===== src/shared/fws_params.svh =====
// constants of the flash write-status host controller
//
// Behaviour
// - host uses toggle one alone for done and toggle two alone for sector selection
// - host reads status twice in a row; unchanged toggle means operation done
// - toggling with fail bit high: recheck; still toggling means failure
// - host restarts the double read whenever it resumes interrupted polling
// - after any failure the host writes the reset command
// - host may skip the window bit only if extra sectors follow within 50 us
// - host checks window bit before and after each extra sector erase command
// - host reads status at the program address or an erase-selected sector
`ifndef FWS_PARAMS_SVH
`define FWS_PARAMS_SVH

// ----------------------------------------
// software registers
// ----------------------------------------
`define FWS_R_CTRL 4'h0
`define FWS_R_ADDR 4'h1
`define FWS_R_DATA 4'h2
`define FWS_R_STAT 4'h3
`define FWS_R_LAST 4'h4

// ----------------------------------------
// operation codes written to control
// ----------------------------------------
`define FWS_OP_STOP 4'h0
`define FWS_OP_PROG 4'h1
`define FWS_OP_SERASE 4'h2
`define FWS_OP_CERASE 4'h3
`define FWS_OP_SADD 4'h4
`define FWS_OP_SUSP 4'h5
`define FWS_OP_RESUME 4'h6
`define FWS_OP_RESET 4'h7
`define FWS_OP_POLL 4'h8

// ----------------------------------------
// flash command words, byte mode
// ----------------------------------------
`define FWS_AW 20
`define FWS_A_UNLK1 20'h00aaa
`define FWS_A_UNLK2 20'h00555
`define FWS_D_UNLK1 8'haa
`define FWS_D_UNLK2 8'h55
`define FWS_D_PROG 8'ha0
`define FWS_D_ERASE 8'h80
`define FWS_D_SECT 8'h30
`define FWS_D_CHIP 8'h10
`define FWS_D_SUSP 8'hb0
`define FWS_D_RESUM 8'h30
`define FWS_D_RST 8'hf0

// ----------------------------------------
// status byte bit positions
// ----------------------------------------
`define FWS_B_TOG1 6
`define FWS_B_FAIL 5
`define FWS_B_WIN 3
`define FWS_B_TOG2 2

// ----------------------------------------
// timing
// ----------------------------------------
`define FWS_CLK_NS 50
`define FWS_T_WE_NS 100
`define FWS_T_ACC_NS 70
`define FWS_WE_CYC 3'(((`FWS_T_WE_NS) + (`FWS_CLK_NS) - 1) / (`FWS_CLK_NS))
`define FWS_RD_CYC 3'((((`FWS_T_ACC_NS) + (`FWS_CLK_NS) - 1) / (`FWS_CLK_NS)) + 2)

`endif


===== src/shared/fws_pkg.sv =====
// types of the flash write-status host controller
`include "fws_params.svh"

package fws_pkg;

	typedef enum logic [2:0] {S_IDLE, S_WSET, S_WLOW, S_RLOW, S_GAP} fws_state_t;

	typedef enum logic [2:0] {PH_PRE, PH_CMD, PH_POST, PH_P1, PH_P2, PH_P3, PH_RST} fws_ph_t;

	typedef struct packed {
		logic [`FWS_AW-1:0] addr;
		logic [7:0] dq;
		logic dq_oe;
		logic we_n;
		logic oe_n;
		logic ce_n;
	} fws_pins_t;

	typedef struct packed {
		fws_state_t state;
		fws_ph_t ph;
		logic [3:0] op;
		logic [2:0] step;
		logic [2:0] cnt;
		fws_pins_t pins;
		logic [7:0] rd;
		logic [7:0] prev;
		logic [`FWS_AW-1:0] areg;
		logic [7:0] dreg;
		logic busy;
		logic done;
		logic fail;
		logic rej;
		logic win;
		logic pre_win;
		logic sel;
		logic susp;
		logic [1:0] nrd;
	} fws_st_t;

endpackage : fws_pkg


===== src/fws_host.sv =====
// host controller that issues flash commands and polls write status
`timescale 1ns/1ps
`default_nettype none
`include "fws_params.svh"

module fws_host (
	// clock and reset
	input wire logic clk,
	input wire logic rst_n,
	// software register port
	input wire logic [3:0] addr,
	input wire logic [31:0] wdata,
	input wire logic wr,
	input wire logic rd,
	output logic [31:0] rdata,
	// flash pins
	output fws_pkg::fws_pins_t pins,
	input wire logic [7:0] dq_in,
	input wire logic ready_busy_in
);
	import fws_pkg::*;

	// ----------------------------------------
	// pin synchronisers
	// ----------------------------------------
	logic [7:0] dq_m;
	logic [7:0] dq_s;
	logic rb_m;
	logic rb_s;

	always_ff @(posedge clk or negedge rst_n)
	begin
		if (!rst_n)
		begin
			dq_m <= 8'h00;
			dq_s <= 8'h00;
			rb_m <= 1'b1;
			rb_s <= 1'b1;
		end
		else
		begin
			dq_m <= dq_in;
			dq_s <= dq_m;
			rb_m <= ready_busy_in;
			rb_s <= rb_m;
		end
	end

	// ----------------------------------------
	// helpers
	// ----------------------------------------
	localparam fws_st_t ST_RST = '{state: S_IDLE, ph: PH_P1,
		pins: '{addr: '0, dq: 8'h00, dq_oe: 1'b0, we_n: 1'b1, oe_n: 1'b1, ce_n: 1'b1},
		default: '0};

	function automatic logic [27:0] cmd_word(input logic [3:0] op, input logic [2:0] step,
		input logic [19:0] a, input logic [7:0] d);
		case (op)
			`FWS_OP_SADD: return {a, `FWS_D_SECT};
			`FWS_OP_SUSP: return {20'h00000, `FWS_D_SUSP};
			`FWS_OP_RESUME: return {20'h00000, `FWS_D_RESUM};
			`FWS_OP_RESET: return {20'h00000, `FWS_D_RST};
			default:
			begin
				case (step)
					3'd0: return {`FWS_A_UNLK1, `FWS_D_UNLK1};
					3'd1: return {`FWS_A_UNLK2, `FWS_D_UNLK2};
					3'd2: return {`FWS_A_UNLK1, (op == `FWS_OP_PROG) ? `FWS_D_PROG : `FWS_D_ERASE};
					3'd3: return (op == `FWS_OP_PROG) ? {a, d} : {`FWS_A_UNLK1, `FWS_D_UNLK1};
					3'd4: return {`FWS_A_UNLK2, `FWS_D_UNLK2};
					default: return (op == `FWS_OP_SERASE) ? {a, `FWS_D_SECT} : {`FWS_A_UNLK1, `FWS_D_CHIP};
				endcase
			end
		endcase
	endfunction : cmd_word

	function automatic logic [2:0] last_step(input logic [3:0] op);
		case (op)
			`FWS_OP_PROG: return 3'd3;
			`FWS_OP_SERASE, `FWS_OP_CERASE: return 3'd5;
			default: return 3'd0;
		endcase
	endfunction : last_step

	function automatic fws_st_t go_wr(input fws_st_t s, input logic [27:0] w);
		s.state = S_WSET;
		s.pins.addr = w[27:8];
		s.pins.dq = w[7:0];
		s.pins.dq_oe = 1'b1;
		return s;
	endfunction : go_wr

	// reads at held address: program address or erase sector
	function automatic fws_st_t go_rd(input fws_st_t s, input fws_ph_t ph);
		s.state = S_RLOW;
		s.ph = ph;
		s.cnt = 3'd0;
		s.pins.addr = s.areg;
		s.pins.dq_oe = 1'b0;
		s.pins.oe_n = 1'b0;
		return s;
	endfunction : go_rd

	function automatic fws_st_t finish(input fws_st_t s, input logic ok);
		s.state = S_IDLE;
		s.busy = 1'b0;
		s.done = ok;
		s.fail = !ok;
		s.pins.dq_oe = 1'b0;
		s.pins.ce_n = 1'b1;
		if (ok && s.op == `FWS_OP_SUSP)
			s.susp = 1'b1;
		return s;
	endfunction : finish

	// ----------------------------------------
	// sequencer
	// ----------------------------------------
	fws_st_t q;
	fws_st_t next_q;
	logic toggled;
	logic ctrl_wr;

	assign pins = q.pins;
	assign toggled = q.rd[`FWS_B_TOG1] != q.prev[`FWS_B_TOG1];
	assign ctrl_wr = wr && addr == `FWS_R_CTRL;

	always_comb
	begin
		next_q = q;
		case (q.state)
			S_IDLE:
				next_q.state = S_IDLE;
			S_WSET:
			begin
				next_q.pins.we_n = 1'b0;
				next_q.cnt = 3'd0;
				next_q.state = S_WLOW;
			end
			S_WLOW:
			begin
				if (q.cnt == `FWS_WE_CYC - 3'd1)
				begin
					next_q.pins.we_n = 1'b1;
					next_q.state = S_GAP;
				end
				else
					next_q.cnt = q.cnt + 3'd1;
			end
			S_RLOW:
			begin
				// oe held low long enough to cover access plus the two sync stages
				if (q.cnt == `FWS_RD_CYC - 3'd1)
				begin
					next_q.rd = dq_s;
					next_q.pins.oe_n = 1'b1;
					next_q.state = S_GAP;
					if (q.ph >= PH_P1 && q.nrd != 2'd3)
						next_q.nrd = q.nrd + 2'd1;
				end
				else
					next_q.cnt = q.cnt + 3'd1;
			end
			S_GAP:
			begin
				case (q.ph)
					PH_PRE:
					begin
						next_q.pre_win = q.rd[`FWS_B_WIN];
						next_q.ph = PH_CMD;
						next_q = go_wr(next_q, cmd_word(q.op, 3'd0, q.areg, q.dreg));
					end
					PH_CMD:
					begin
						if (q.step != last_step(q.op))
						begin
							next_q.step = q.step + 3'd1;
							next_q = go_wr(next_q, cmd_word(q.op, next_q.step, q.areg, q.dreg));
						end
						else if (q.op == `FWS_OP_RESET)
							next_q = finish(next_q, 1'b1);
						else if (q.op == `FWS_OP_SERASE || q.op == `FWS_OP_CERASE
							|| q.op == `FWS_OP_SADD)
							next_q = go_rd(next_q, PH_POST);
						else
							next_q = go_rd(next_q, PH_P1);
					end
					PH_POST:
					begin
						// window bit always read, never skipped
						next_q.win = q.rd[`FWS_B_WIN];
						// window high before or after: sector may be rejected
						if (q.op == `FWS_OP_SADD)
							next_q.rej = q.pre_win | q.rd[`FWS_B_WIN];
						next_q = go_rd(next_q, PH_P1);
					end
					PH_P1:
					begin
						next_q.prev = q.rd;
						next_q = go_rd(next_q, PH_P2);
					end
					PH_P2:
					begin
						// toggle two marks an erase-selected sector
						next_q.sel = q.rd[`FWS_B_TOG2] != q.prev[`FWS_B_TOG2];
						next_q.prev = q.rd;
						// two reads with equal toggle bit mean done
						if (!toggled)
							next_q = finish(next_q, 1'b1);
						// toggling with fail bit: one more read decides
						else if (q.rd[`FWS_B_FAIL])
							next_q = go_rd(next_q, PH_P3);
						else
							next_q = go_rd(next_q, PH_P2);
					end
					PH_P3:
					begin
						if (!toggled)
							next_q = finish(next_q, 1'b1);
						else
						begin
							// failure is followed by the reset command
							next_q.ph = PH_RST;
							next_q = go_wr(next_q, {20'h00000, `FWS_D_RST});
						end
					end
					default:
						next_q = finish(next_q, 1'b0);
				endcase
			end
			default:
				next_q = ST_RST;
		endcase
		if (wr && !q.busy && addr == `FWS_R_ADDR)
			next_q.areg = wdata[19:0];
		if (wr && !q.busy && addr == `FWS_R_DATA)
			next_q.dreg = wdata[7:0];
		// stopping drops progress; a later poll starts from the first read
		if (ctrl_wr && q.busy && wdata[3:0] == `FWS_OP_STOP)
		begin
			next_q = finish(next_q, 1'b0);
			next_q.fail = 1'b0;
			next_q.pins.oe_n = 1'b1;
			next_q.pins.we_n = 1'b1;
		end
		else if (ctrl_wr && !q.busy && wdata[3:0] != `FWS_OP_STOP && wdata[3:0] <= `FWS_OP_POLL)
		begin
			next_q.op = wdata[3:0];
			next_q.busy = 1'b1;
			next_q.done = 1'b0;
			next_q.fail = 1'b0;
			next_q.step = 3'd0;
			next_q.nrd = 2'd0;
			next_q.pins.ce_n = 1'b0;
			if (wdata[3:0] == `FWS_OP_RESUME || wdata[3:0] == `FWS_OP_RESET)
				next_q.susp = 1'b0;
			if (wdata[3:0] == `FWS_OP_SADD)
				next_q.rej = 1'b0;
			if (wdata[3:0] == `FWS_OP_POLL)
				next_q = go_rd(next_q, PH_P1);
			else if (wdata[3:0] == `FWS_OP_SADD)
				next_q = go_rd(next_q, PH_PRE);
			else
			begin
				next_q.ph = PH_CMD;
				next_q = go_wr(next_q, cmd_word(wdata[3:0], 3'd0, next_q.areg, next_q.dreg));
			end
		end
	end

	always_ff @(posedge clk or negedge rst_n)
	begin
		if (!rst_n)
			q <= ST_RST;
		else
			q <= next_q;
	end

	// ----------------------------------------
	// register read-back
	// ----------------------------------------
	logic [31:0] next_rdata;

	always_comb
	begin
		next_rdata = 32'h00000000;
		if (rd)
		begin
			case (addr)
				`FWS_R_CTRL: next_rdata = {28'h0000000, q.op};
				`FWS_R_ADDR: next_rdata = {12'h000, q.areg};
				`FWS_R_DATA: next_rdata = {24'h000000, q.dreg};
				`FWS_R_STAT: next_rdata = {24'h000000, rb_s, q.susp, q.sel, q.win,
					q.rej, q.fail, q.done, q.busy};
				`FWS_R_LAST: next_rdata = {24'h000000, q.rd};
				default: next_rdata = 32'h00000000;
			endcase
		end
	end

	always_ff @(posedge clk or negedge rst_n)
	begin
		if (!rst_n)
			rdata <= 32'h00000000;
		else
			rdata <= next_rdata;
	end
endmodule : fws_host
`default_nettype wire


===== config.mk =====
export PLATFORM = sky130hd
export DESIGN_NAME = fws_host
export DESIGN_NICKNAME = d
export VERILOG_FILES = /design/src/shared/fws_pkg.sv /design/src/fws_host.sv
export VERILOG_INCLUDE_DIRS = /design/src /design/src/shared
export SDC_FILE = /design/constraint.sdc
export NUM_CORES = 1
export LEC_CHECK = 0
export ABC_AREA = 1
export BUFFER_PORTS_ARGS = -buffer_cell sky130_fd_sc_hd__buf_2
export CAP_MARGIN = 20
export CORE_AREA = 2 2 128 130
export CTS_BUF_LIST = sky130_fd_sc_hd__clkbuf_8
export DETAILED_ROUTE_END_ITERATION = 6
export DIE_AREA = 0 0 130 132
export PLACE_DENSITY = 0.75
export SYNTH_ARGS = -nofsm -noshare
export SYNTH_HDL_FRONTEND = slang
export SYNTH_SLANG_ARGS = --single-unit

===== constraint.sdc =====
create_clock -name clk -period 2.4 [get_ports clk]
set_clock_uncertainty 0.05 [all_clocks]
set_input_delay 0.12 -clock clk [delete_from_list [all_inputs] [get_ports clk]]
set_output_delay 0.12 -clock clk [all_outputs]
set_load 0.005 [all_outputs]

==> reports/metrics.csv <==
stage;metric;value;unit
status;status;finished clean;
routing;Via Count;8701;
worst_hold_path;Hold WC Path Type;input port to flop;
placed_design;DPL Wire Length;18630;um
routing;final wirelength;26620;um
critical_path;Worst setup EP type;flop;
critical_path;critical path class;input port to flop;
yosys;Synth top area share;37.43;%
global_routing;global-route wire length before repair;41710;um
yosys;largest cells by area after synthesis;dfrtp_1 (37%), nand2_1 (16%), nand3_1 (6.2%);
floorplan;Die Ht;132;um
clock_tree;CTS buffer count;17;
power_and_ir_drop;Tot Pwr;12.10;mW
floorplan;I/O Pins;113;
floorplan;die area;17160;sq um
final_layout;Antenna Cells;0;
placed_design;GPL Wtd Cong;1.054;
yosys;Unique masters post-synth;45;
critical_path;Worst Path Arrival;2680;ps
timing;Final Setup Violations;0;
critical_path;Crit Path Max Fanout;14;
clock_tree;worst-skew pair later-pin latency;470;ps
timing;Slew Limit Fails;0;
clock_tree;CTS Sinks;132;
yosys;Syn Std Cell Area;8357;sq um
clock_tree;H-tree depth;4;
timing;Slew HR;51.49;%
final_layout;Post-Layout Cell Count;1533;
yosys;register area share after synthesis;39.63;%
critical_path;crit path from;addr[0];
routing;Post-DRT Antenna Nets;0;
final_layout;Layout Nets;1362;
global_routing;largest net degree at the start of global routing;65;
yosys;number of synthesized register bits;132;
power_and_ir_drop;Leak;5.083;nW
routing;DR iter-0 viols;876;
timing;Hold Violations, Final;0;
critical_path;reg2reg start;q[92];
routing;drt via density;5.676;
global_routing;initial antenna violation count;0;
clock_tree;maximum clock path buffer count;2;
yosys;synth warn;0;
critical_path;worst r2r dst;pins[8];
global_routing;gr ovfl total;0;
final_layout;layout cells sized above 1;16.55;%
yosys;mean post-synth cell area;6.964;sq um
floorplan;Initial Util;53.19;%
placed_design;post-placement cell area;8950;sq um
power_and_ir_drop;Peak VDD IR;0.6285;mV
placed_design;port bufs;88;
critical_path;CP required;2750;ps
timing;maximum clock rate;0.4303;GHz
timing;actual slew at the worst max-slew pin;726.8;ps
yosys;Synth area leader;dfrtp_1;
placed_design;placed insts;1470;
timing;hold slack;58.74;ps
critical_path;R2R cell count;11;
yosys;Synth async-reset ratio;100.0;%
timing;fin crit period;2324;ps
final_layout;Finished Cell Area;9736;sq um
final_layout;Fillers;1492;
floorplan;Core ar.;15710;sq um
global_routing;GRT Total Usage;31.56;%
yosys;number of synthesized flops with an enable pin;0;
critical_path;CP Launch Type;input port;
worst_hold_path;Hold Crit Start;wdata[3];
worst_hold_path;hold path cells;3;
global_routing;number of global-route vias before repair;7973;
floorplan;die width;130;um
floorplan;floorplan row count;46;
power_and_ir_drop;Pwr Density;1243;nW/um^2
yosys;ys flop type;dfrtp_1;
clock_tree;CTS tree;done;
flow_run;maxcap violations;0;
routing;DRC errors left;0;
critical_path;R2R setup slack;190;ps
final_layout;P&R area growth vs syn;16.50;%
worst_hold_path;hold path endpoint;q[95];
clock_tree;Clk pin slew, worst setup/hold paths;80;ps
routing;drt first pass iters;5;
clock_tree;Root Buffer;clkbuf_8;
routing;routed len/inst;17.36;um
timing;Final period util;96.83;%
yosys;Syn Inst Count;1200;
==> cells in the final DEF, fill, tap and decap left out, drive strengths merged, types with 3 or more instances in the layout <==
cell         Yosys  routed
clkbuf          28      17
nand3          105     105
o21ai           92      92
nand2          364     364
nand4           12      12
a211oi          24      24
dlygate4sd3      0      30
a21oi           61      61
ha               9       9
nor3            22      22
o211ai           7       7
conb             1      12
dfrtp          125     125
clkinv           1       3
buf             67     139
o22ai           25      25
inv            135     143
dfstp            7       7
o31ai            3       3
a221oi           4       4
a31oi            5       5
nor2            90      90
bufinv           0       4
==> worst max path at each step <==
stage,cells past startpoint,end,slack [ps]
after floorplan,19,pins[13],120
after CTS,20,pins[13],0.5
final,11,pins[5],80
after global routing,20,pins[13],-0.9
after global placement,20,pins[13],90
after detailed placement,20,pins[13],20
==> layout make-up <==
cell class	instances	area, sq um	share of cell area, %
Clock buffer	17	234.0	2.403
Clock inverter	15	215.2	2.211
Inverter	136	510.5	5.244
Multi-Input combinational cell	848	4039	41.49
Sequential cell	132	3312	34.02
Tap cell	216	270.3	2.776
Timing Repair Buffer	169	1155	11.86
==> critical path, cell delays in order <==
cell	delay [ps]
dlygate4sd3_1	540
buf_2	140
nor2_1	120
nand2_1	150
nor2_1	180
nand2_1	90
nor3_2	190
inv_1	310
nor3_4	600
inv_1	140
nand2_1	100
==> where the power goes <==
part | switching (mW) | internal (mW)
Sequential | 0.604 | 2.81
Clock | 1.01 | 1.16
Combinational | 4.22 | 2.29
Total | 5.83 | 6.27
==> kinds of logic after synthesis <==
| family | after synthesis | share of synthesized area (%) |
|---|---|---|
| compound gates | 227 | 15.60 |
| xor+xnor | 2 | 0.2097 |
| fa+ha+maj | 9 | 1.348 |
| buf+inv | 231 | 12.94 |
| flops | 132 | 39.63 |
| other cells | 1 | 0.04487 |
| simple gates | 598 | 30.23 |
==> cells in the mapped netlist (7+ instances only) <==
cell type,number
o21ai_0,87
nand2_1,360
clkbuf_1,28
a211oi_1,24
nor2_1,80
inv_1,128
o22ai_1,25
nand4_1,11
ha_1,9
nor2_2,7
dfstp_2,7
dfrtp_1,125
a21oi_1,59
o211ai_1,7
inv_2,7
buf_4,50
nor3_1,20
buf_2,15
nand3_1,104
==> per-stage QoR <==
step / setup TNS (ps) / util (%) / setup slack [ps]
floorplan: 0 / - / 124.3
global placement: 0 / 56.96 / 88.83
detailed placement: 0 / 56.96 / 18.04
CTS: 0 / 61.73 / 0.4710
global route: -0.9355 / 61.96 / -0.9355
finish: 0 / 61.96 / 76.17
==> metal layers <==
metal | routed length [um] | global-route usage, %
met5 | 0 | 0
met4 | 964 | 14.10
met1 | 11000 | 43.47
met3 | 2316 | 6.818
met2 | 12340 | 47.76
==> flip-flops by register name, indices dropped and copies added (netlist names) <==
signal and count:
dq_m 8, dq_s 8, pins 32, q 62, rb_m 1, rb_s 1
rdata 20
==> timing repair <==
item / 4_1_cts / 5_1_grt
hold buffers: 30 / 0
buffers inserted: 0 / 1
endpoints found under the setup margin: 1 / 27
hold endpoints to repair: 112 / 0
pin swaps: 1 / 3
gates cloned: 0 / 0
resized for setup: 1 / 9
Power figures use the tool's default switching activity.
